[src/inc/dtlb_mgmt_regs.vh]
// Register selects, field positions and reset values of the data TLB block
`ifndef DTLB_MGMT_REGS_VH
`define DTLB_MGMT_REGS_VH
`define SEL_PAGE_SIZE_CTL     4'h0
`define SEL_ENTRY_PORT        4'h1
`define SEL_READ_HOLD         4'h2
`define SEL_FAULT_STATUS      4'h3
`define SEL_FAULT_ADDR        4'h4
`define SEL_CLEAR_ALL         4'h5
`define SEL_CLEAR_NONGLOBAL   4'h6
`define SEL_CLEAR_ONE         4'h7
`define SEL_IC_CLEAR_ALL      4'h8
`define SEL_IC_CLEAR_NONGLOB  4'h9
`define SEL_MEM_UNIT_CTL      4'hA
`define PSH_HI                6
`define PSH_LO                5
`define PSH_LARGE             2'h3
`define RR_SEL_BIT            9
`define WR_FRAME_HI           52
`define WR_FRAME_LO           32
`define WR_WE_HI              15
`define WR_WE_LO              12
`define WR_RE_HI              11
`define WR_RE_LO              8
`define WR_GLOBAL             4
`define WR_FOW                2
`define WR_FOR                1
`define HOLD_GLOBAL           34
`define FS_STORE              0
`define FS_ACV                1
`define FS_FOR                2
`define FS_FOW                3
`define FS_RA_LO              4
`define FS_OP_LO              9
`define PTR_RESET             5'h00
`endif

[src/hw/dtlb_mgmt.v]
// Data TLB management registers and data-stream fault capture
// Function
// - Page size hint selects mapping size: two in instr, four in data TLB; here hints 00, 01 and 10 all map as 8 KB, only 11 as large.
// - Two-size case: hint 11 selects large page, else 8 KB.
// - Page size hint governs writes of TLB entries; entry reads do not use it.
// - Data TLB has 32 entries; writes target a not-recently-used entry.
// - Memory unit control bit 9 selects rotating replacement instead.
// - Entry writes use page table layout; some fields ignored, no valid bit.
// - Entry port write loads that entry's tag from the tag staging value.
// - Entry read is two steps: port read fills hold, hold read returns it.
// - Every entry port read advances the entry pointer; every write sets it one past the entry written.
// - Data-stream fault details are captured into fault status.
// - Fault status and address freeze until fault address is read.
// - Status changes only while unlocked on fault or miss.
// - After reset both capture registers are unlocked.
// - Status bit 0 flags store, bit 1 flags access violation.
// - Bit 2 load-fault flag hit, bit 3 store-fault flag hit.
// - Opcode captured in bits 14:9, destination register in 8:4.
// - Fault or miss latches effective virtual address.
// - Clear-all invalidates all 32 entries and resets the pointer.
// - Clear-nonglobal invalidates entries with global bit zero.
// - Clear-one invalidates the entry whose full 30-bit tag equals the given address tag, whatever its page size.
// - Icache clear-all flushes the whole instruction cache.
// - Icache clear-nonglobal invalidates non-global blocks.
`timescale 1ns/1ps
`include "dtlb_mgmt_regs.vh"
module dtlb_mgmt #(
	parameter ENTRIES = 32,
	parameter PW      = 5,
	parameter TAGW    = 30
)(
	input  wire        mclk,
	input  wire        rst_n,
	input  wire        ipr_wr,
	input  wire        ipr_rd,
	input  wire [3:0]  ipr_sel,
	input  wire [63:0] ipr_wdata,
	input  wire [63:0] tag_staging,
	input  wire        flt_event,
	input  wire        flt_miss,
	input  wire        flt_store,
	input  wire        flt_acv,
	input  wire        flt_for,
	input  wire        flt_fow,
	input  wire [5:0]  flt_opcode,
	input  wire [4:0]  flt_ra,
	input  wire [63:0] flt_va,
	input  wire        lookup_req,
	input  wire [TAGW-1:0] lookup_tag,
	output reg  [63:0] ipr_rdata,
	output reg         lookup_hit,
	output reg  [20:0] lookup_frame,
	output reg         lookup_large,
	output reg         ic_flush_all,
	output reg         ic_flush_nonglobal,
	output reg  [1:0]  page_size_hint
);
	reg                rs1_q;
	reg                rs_q;
	reg [TAGW-1:0]     tag_q   [0:ENTRIES-1];
	reg [20:0]         frame_q [0:ENTRIES-1];
	reg [7:0]          perm_q  [0:ENTRIES-1];
	reg [1:0]          flt_q   [0:ENTRIES-1];
	reg [1:0]          size_q  [0:ENTRIES-1];
	reg [ENTRIES-1:0]  valid_q;
	reg [ENTRIES-1:0]  glob_q;
	wire [ENTRIES-1:0] hit_vec;
	wire [ENTRIES-1:0] clr_vec;
	reg [PW-1:0]       ptr_q;
	reg [PW-1:0]       rr_q;
	reg [PW-1:0]       last_q;
	reg [PW-1:0]       victim;
	reg [PW-1:0]       hit_idx;
	reg [PW-1:0]       clr_idx;
	reg                any_hit;
	reg                clr_hit;
	reg [63:0]         hold_q;
	reg                rr_mode_q;
	reg [14:0]         fstat_q;
	reg [63:0]         fva_q;
	reg                lock_q;
	integer            i;
	genvar             g;

	wire [PW:0] ptr_inc  = {1'b0, ptr_q} + {{PW{1'b0}}, 1'b1};
	wire [PW:0] vic_inc  = {1'b0, victim} + {{PW{1'b0}}, 1'b1};
	wire [PW:0] rr_inc   = {1'b0, rr_q} + {{PW{1'b0}}, 1'b1};
	wire        wr_port  = ipr_wr && ipr_sel == `SEL_ENTRY_PORT;
	wire        rd_port  = ipr_rd && ipr_sel == `SEL_ENTRY_PORT;
	wire        rd_fva   = ipr_rd && ipr_sel == `SEL_FAULT_ADDR;
	wire        clr_all  = ipr_wr && ipr_sel == `SEL_CLEAR_ALL;
	wire        clr_ng   = ipr_wr && ipr_sel == `SEL_CLEAR_NONGLOBAL;
	wire        clr_one  = ipr_wr && ipr_sel == `SEL_CLEAR_ONE;
	wire        wr_hint  = ipr_wr && ipr_sel == `SEL_PAGE_SIZE_CTL;
	wire        wr_mu    = ipr_wr && ipr_sel == `SEL_MEM_UNIT_CTL;
	wire        wr_icall = ipr_wr && ipr_sel == `SEL_IC_CLEAR_ALL;
	wire        wr_icng  = ipr_wr && ipr_sel == `SEL_IC_CLEAR_NONGLOB;
	wire        capture  = !lock_q && (flt_event || flt_miss);

	// Reset release through two flops
	always @(posedge mclk or negedge rst_n)
	begin
		if (!rst_n)
		begin
			rs1_q <= 1'b0;
			rs_q  <= 1'b0;
		end
		else
		begin
			rs1_q <= 1'b1;
			rs_q  <= rs1_q;
		end
	end

	generate
		for (g = 0; g < ENTRIES; g = g + 1)
		begin : g_ent
			assign hit_vec[g] = valid_q[g] &&
				(size_q[g] == `PSH_LARGE ?
				tag_q[g][TAGW-1:9] == lookup_tag[TAGW-1:9] :
				tag_q[g] == lookup_tag);
			assign clr_vec[g] = valid_q[g] &&
				tag_q[g] == ipr_wdata[TAGW+12:13];
		end
	endgenerate

	// Hit and clear index encode
	always @*
	begin
		hit_idx = {PW{1'b0}};
		any_hit = 1'b0;
		clr_idx = {PW{1'b0}};
		clr_hit = 1'b0;
		for (i = 0; i < ENTRIES; i = i + 1)
		begin
			if (hit_vec[i])
			begin
				hit_idx = i[PW-1:0];
				any_hit = 1'b1;
			end
			if (clr_vec[i])
			begin
				clr_idx = i[PW-1:0];
				clr_hit = 1'b1;
			end
		end
	end

	always @*
	begin
		if (ptr_q == last_q)
			victim = ptr_inc[PW-1:0];
		else
			victim = ptr_q;
		if (rr_mode_q)
			victim = rr_q;
	end

	always @(posedge mclk or negedge rs_q)
	begin
		if (!rs_q)
		begin
			page_size_hint <= 2'h0;
			rr_mode_q      <= 1'b0;
		end
		else
		begin
			if (wr_hint)
				page_size_hint <= ipr_wdata[`PSH_HI:`PSH_LO];
			if (wr_mu)
				rr_mode_q <= ipr_wdata[`RR_SEL_BIT];
		end
	end

	// Icache flush pulses
	always @(posedge mclk or negedge rs_q)
	begin
		if (!rs_q)
		begin
			ic_flush_all       <= 1'b0;
			ic_flush_nonglobal <= 1'b0;
		end
		else
		begin
			ic_flush_all       <= wr_icall;
			ic_flush_nonglobal <= wr_icng;
		end
	end

	// lookup result and large page flag
	always @(posedge mclk or negedge rs_q)
	begin
		if (!rs_q)
		begin
			lookup_hit   <= 1'b0;
			lookup_frame <= 21'h000000;
			lookup_large <= 1'b0;
		end
		else
		begin
			lookup_hit   <= lookup_req && any_hit;
			lookup_frame <= frame_q[hit_idx];
			lookup_large <= size_q[hit_idx] == `PSH_LARGE;
		end
	end

	always @(posedge mclk)
	begin
		if (wr_port)
		begin
			tag_q[victim]   <= tag_staging[TAGW+12:13];
			frame_q[victim] <= ipr_wdata[`WR_FRAME_HI:`WR_FRAME_LO];
			perm_q[victim]  <= {ipr_wdata[`WR_RE_HI:`WR_RE_LO],
				ipr_wdata[`WR_WE_HI:`WR_WE_LO]};
			flt_q[victim]   <= {ipr_wdata[`WR_FOW], ipr_wdata[`WR_FOR]};
			size_q[victim]  <= page_size_hint;
		end
	end

	// Entry valid and global bits
	always @(posedge mclk or negedge rs_q)
	begin
		if (!rs_q)
		begin
			valid_q <= {ENTRIES{1'b0}};
			glob_q  <= {ENTRIES{1'b0}};
		end
		else if (clr_all)
			valid_q <= {ENTRIES{1'b0}};
		else
		begin
			if (wr_port)
			begin
				valid_q[victim] <= 1'b1;
				glob_q[victim]  <= ipr_wdata[`WR_GLOBAL];
			end
			if (clr_ng)
				valid_q <= valid_q & glob_q;
			if (clr_one && clr_hit)
				valid_q[clr_idx] <= 1'b0;
		end
	end

	// Entry pointer, rotation and last used
	always @(posedge mclk or negedge rs_q)
	begin
		if (!rs_q)
		begin
			ptr_q  <= `PTR_RESET;
			rr_q   <= `PTR_RESET;
			last_q <= `PTR_RESET;
		end
		else if (clr_all)
		begin
			ptr_q  <= `PTR_RESET;
			rr_q   <= `PTR_RESET;
			last_q <= `PTR_RESET;
		end
		else
		begin
			if (lookup_req && any_hit)
				last_q <= hit_idx;
			if (wr_port)
				last_q <= victim;
			if (wr_port)
				ptr_q <= vic_inc[PW-1:0];
			else if (rd_port)
				ptr_q <= ptr_inc[PW-1:0];
			if (wr_port && rr_mode_q)
				rr_q <= rr_inc[PW-1:0];
		end
	end

	always @(posedge mclk or negedge rs_q)
	begin
		if (!rs_q)
			hold_q <= 64'h0000000000000000;
		else if (rd_port)
			hold_q <= {29'h00000000, glob_q[ptr_q], frame_q[ptr_q],
				perm_q[ptr_q], flt_q[ptr_q], 3'h0};
	end

	always @(posedge mclk or negedge rs_q)
	begin
		if (!rs_q)
		begin
			fstat_q <= 15'h0000;
			fva_q   <= 64'h0000000000000000;
		end
		else if (capture)
		begin
			fstat_q[`FS_STORE] <= flt_store;
			fstat_q[`FS_ACV]   <= flt_acv;
			fstat_q[`FS_FOR]   <= flt_for && !flt_store;
			fstat_q[`FS_FOW]   <= flt_fow && flt_store;
			fstat_q[`FS_RA_LO+4:`FS_RA_LO] <= flt_ra;
			fstat_q[`FS_OP_LO+5:`FS_OP_LO] <= flt_opcode;
			fva_q <= flt_va;
		end
	end

	always @(posedge mclk or negedge rs_q)
	begin
		if (!rs_q)
			lock_q <= 1'b0;
		else if (capture)
			lock_q <= 1'b1;
		else if (rd_fva)
			lock_q <= 1'b0;
	end

	// Read data one cycle after select
	always @(posedge mclk or negedge rs_q)
	begin
		if (!rs_q)
			ipr_rdata <= 64'h0000000000000000;
		else
		begin
			case (ipr_sel)
				`SEL_READ_HOLD:    ipr_rdata <= hold_q;
				`SEL_FAULT_STATUS: ipr_rdata <= {49'h0, fstat_q};
				`SEL_FAULT_ADDR:   ipr_rdata <= fva_q;
				default:           ipr_rdata <= 64'h0000000000000000;
			endcase
		end
	end
endmodule

[config.mk]
export PLATFORM = sky130hd
export DESIGN_NAME = dtlb_mgmt
export DESIGN_NICKNAME = d
export VERILOG_FILES = /design/src/hw/dtlb_mgmt.v
export VERILOG_INCLUDE_DIRS = /design/src /design/src/inc
export SDC_FILE = /design/constraint.sdc
export NUM_CORES = 2
export LEC_CHECK = 0
export ABC_AREA = 0
export BUFFER_PORTS_ARGS = -buffer_cell sky130_fd_sc_hd__buf_2
export CORE_MARGIN = 5
export CORE_UTILIZATION = 50
export DETAILED_ROUTE_END_ITERATION = 8
export PLACE_DENSITY = 0.66
export RECOVER_POWER = 50
export REMOVE_ABC_BUFFERS = 1
export SYNTH_ARGS = -nofsm -noshare
export SYNTH_HDL_FRONTEND = slang
export SYNTH_SLANG_ARGS = --single-unit
[constraint.sdc]
create_clock -name mclk -period 17.7 [get_ports mclk]
set_input_delay 0.885 -clock mclk [delete_from_list [all_inputs] [get_ports mclk]]
set_output_delay 0.885 -clock mclk [all_outputs]
set_load 0.03 [all_outputs]
==> results by group <==
Worst setup path
  • Kind of capture point of the worst setup path: register
  • Worst Setup SP: ipr_wdata[32]
  • Crit-path cells: clkbuf_1 > clkbuf_1 > clkbuf_1 > xor2_1 > nor4_1 > nand4_1 > nor4_1 > nor2_1 > nand2_1 > a21oi_1 > a221oi_1 > o21ai_0 > nor2b_1 > a21oi_1
  • Launching element type of the critical path: primary input
  • Worst-path fanout max: between 40 and 50
  • Critical path data arrival time: around 10 ns
  • Worst setup path endpoint: valid_q[3]$_DFF_PN0_
  • Critical setup path kind: primary input to register
  • Setup slack, reg-to-reg: about 11 ns
  • Worst Reg2Reg Path Length in Cells: 1
  • Slowest cell on the critical path: sky130_fd_sc_hd__clkbuf_1
  • Endpoint of the most critical register-to-register path: ptr_q[1]$_DFFE_PN0P_
  • Required time at the worst-slack endpoint: around 18 ns
  • Most frequent cell on the critical path: sky130_fd_sc_hd__clkbuf_1
  • Start of the worst register-to-register path: rs_q$_DFF_PN0_
  • Peak per-stage delay on the critical path: approximately 3 ns

Final layout
  • Highest-count cells in the layout ignoring fill and taps: sky130_fd_sc_hd__edfxtp_1, sky130_fd_sc_hd__xor2_1, sky130_fd_sc_hd__xnor2_1
  • Filler cell count in the final layout: 17900
  • Most common library cell in the layout ignoring fill and taps: sky130_fd_sc_hd__edfxtp_1
  • Share of the core filled with cells: about 56%
  • Layout cells sized above 1: between 10% and 20%
  • Register cell area after layout: a little under 0.07 mm^2
  • Number of nets at the end of the flow: ~8400
  • Area delta synth->final: 11.1%
  • Area of the multi-input gates: about 0.042 mm^2

Power
  • Leakage power: approximately 40 nW
  • Net switching share of the total power: 27.4%
  • Largest vdd supply drop: roughly 0.000093 V
  • Sequential cell fraction of total power: between 40 and 50%
  • Clk network pwr share: 37.7%
  • Cell area power density: between 100 and 150 mW/mm^2
  • NetSw: between 3 and 4 mW
  • Combinational group share of total power: approximately 16%
  • Power Internal: 9.84 mW
  • Power, Total: roughly 14 mW

Job
  • Maximum capacitance violations: between 60 and 70

Timing
  • Worst clock skew: 0.0317 ns
  • Final setup violation count: 0
  • Setup ws final: between 8 and 9 ns
  • Setup repair after global routing missed its margin: false
  • Max_slew headroom: -210%
  • Final worst path period share: 54.4%
  • Peak clock frequency supported by timing: 104 MHz
  • Number of endpoints with negative hold slack in the final report: 0
  • Worst hold margin: around 0.23 ns
  • Final sum of negative setup slack: 0 ns
  • Slew at the pin closest to its max-slew limit: roughly 4.7 ns
  • Count of pins over their slew limit: approximately 2200
  • Final critical delay including setup and external delays: 9.64 ns

Place
  • Worst setup slack before clock tree synthesis: 9.97 ns
  • Placer Congestion: between 0.9 and 1
  • Post-DP HPWL: between 200000 and 250000 um
  • I/O Buffers: just under 300

Synthesis
  • Post-synth EDFFs: about 2000
  • Sequential cell area fraction in the yosys report: 60.6%
  • Post-synth top flop: sky130_fd_sc_hd__edfxtp_1
  • Mean area per synthesized cell: ~14 um^2
  • Async set-or-reset flop fraction in the synthesized netlist: 12.4%
  • Post-synthesis register bit count: around 2300
  • Synth warnings: 0
  • Post-Synthesis Cell Area: around 0.11 mm^2
  • Netlist cell types: 82
  • Cell count after synthesis: between 7000 and 8000

Clock tree
  • Clock Tree Buf Depth: 3
  • CTS Root Cell: sky130_fd_sc_hd__clkbuf_16
  • Clock slew at the register clock pins of the worst setup and hold paths: about 0.060 ns
  • CTS tree: built
  • Num CTS Buffers: 238
  • Clock Latency Late Sink: 0.89 ns
  • Num Clock Sinks: around 2300
  • Number of setup buffers added after CTS: 0
  • Count of H-tree levels built during CTS: 4

Detailed routing
  • Number of nets still failing antenna checks after routing: 0
  • Vias after detailed routing: between 70000 and 80000
  • DRT iter0 DRCs: 12600
  • Wire per inst: ~37 um
  • Total wire length after detailed routing: between 400000 and 500000 um
  • DR pass1 iterations: 8
  • # DRC: 0
  • Vias per Instance: between 6 and 7

Floorplanning
  • Die Span X: just under 500 um
  • Core region area: 0.222 mm^2
  • Die area: 0.233 mm^2
  • # IOs: between 300 and 400
  • Die height: a little under 500 um
  • Total number of placement rows: ~170
  • Initial standard-cell utilization of the core: between 50% and 60%

Global route
  • Largest net degree at the start of global routing: 150
  • Initial antenna violation count: 30
  • Wire length of the first global-routing pass: 574000 um
  • GRT Residual Overflow: 0
  • Global-route usage over all layers: a little over a third
  • Number of global-route vias before repair: roughly 74000

Min path
  • Worst min-delay path class: primary input to register

Outcome
  • Outcome: complete, but fails checks
  • Violated checks: max-capacitance violations, max-slew violations
==> worst min-delay path by stage <==
stage	cells past startpoint	start	to	slack, ns
6_report	2	flt_va[19]	fva_q[19]$_DFFE_PN0P_	0.23
5_1_grt	2	flt_ra[0]	fstat_q[4]$_DFFE_PN0P_	0.20
4_1_cts	2	flt_va[29]	fva_q[29]$_DFFE_PN0P_	0.18
3_5_place_dp	0	rs1_q$_DFF_PN0_	rs_q$_DFF_PN0_	0.34
3_3_place_gp	0	rs1_q$_DFF_PN0_	rs_q$_DFF_PN0_	0.34
2_1_floorplan	0	rs1_q$_DFF_PN0_	rs_q$_DFF_PN0_	0.33
==> kinds of logic (layout without fill, tap and decap cells) <==
family | after synthesis | count (layout) | synth area share [%]
flip-flops | 2301 | 2301 | 60.6
buffers and inverters | 515 | 977 | 2.31
AO/OA/AOI/OAI | 890 | 890 | 5.44
XOR/XNOR | 1931 | 1931 | 15.2
AND/OR/NAND/NOR | 1396 | 1396 | 7.07
adder cells (fa/ha/maj) | 6 | 6 | 0.0673
other | 1 | 25 | 0.00336
multiplexers | 838 | 838 | 9.31
==> metrics by stage <==
step / instance area [um^2] / instances
after floorplan: 109000 / 7388
after global placement: 116000 / 10900
after detailed placement: 116000 / 10900
after CTS: 124000 / 11300
after global routing: 124000 / 11300
final: 124000 / 11300
==> repair_timing <==
action                                 CTS  global route
resized for setup                        0             0
hold buffers                             1             0
endpoints found under the hold margin    2             0
==> critical path: cells and delay by family <==
family	cells	cell delay [ns]
AND/OR/NAND/NOR	6	2.71
AO/OA/AOI/OAI	4	1.33
buffers and inverters	3	5.21
XOR/XNOR	1	0.15
==> power by group through the flow <==
stage | combinational, mW | clock [mW] | sequential, mW
2_1_floorplan | 1.50 | 0 | 6.49
3_3_place_gp | 2.12 | 0 | 6.34
3_5_place_dp | 2.14 | 0 | 6.35
4_1_cts | 2.15 | 5.12 | 6.24
5_1_grt | 2.29 | 5.36 | 6.27
6_report | 2.20 | 5.10 | 6.25
==> routing by layer <==
metal  vias to the layer above  GRT usage (%)  part of all wire, %
li1                      30400              -                    -
met1                     38500           46.9                   36
met2                      6433           53.0                   43
met3                      1583           9.52                   14
met4                         2           20.0                  6.8
met5                         -              0               0.0017
==> cell usage after synthesis, drive strengths merged (25+ instances only) <==
cell       n  area share, %
edfxtp  2016             54
nor4b     29           0.23
nand4    283            1.6
a21oi    211           0.96
o22ai     90           0.50
xor2     999            7.8
o21a      34           0.23
a211oi    55           0.38
a22oi     77           0.56
mux4     128            2.6
buf      297            1.6
dfrtp    285            6.4
nor3      29           0.13
mux2     322            3.2
and2      44           0.25
inv       25          0.084
clkbuf   193           0.66
a22o      66           0.52
mux2i    388            3.5
and3      30           0.17
o221ai   106           0.83
nand3     70           0.31
or4       42           0.29
o21ai    158           0.71
nor4     332            1.9
xnor2    932            7.3
nand4b    34           0.27
nand2    231           0.78
nor2     184           0.62
==> state kept, by name (all words and copies together) (netlist names), 2 cells and up <==
register	cells
ptr_q	5
tag_q	960
last_q	5
flt_q	64
hold_q	32
frame_q	672
size_q	64
valid_q	32
ipr_rdata	64
rr_q	5
glob_q	32
fva_q	64
lookup_frame	21
page_size_hint	2
fstat_q	15
perm_q	256
==> area by class of cell <==
type / count / area share, %
diodes: 24 / 0.0484
well taps: 2975 / 3.00
clock inverters: 117 / 0.985
clock buffers: 333 / 5.39
repair buffers: 502 / 2.29
inverters: 25 / 0.0757
flip-flops and latches: 2301 / 54.6
multi-input cells: 5062 / 33.6
Power figures use the tool's default switching activity.
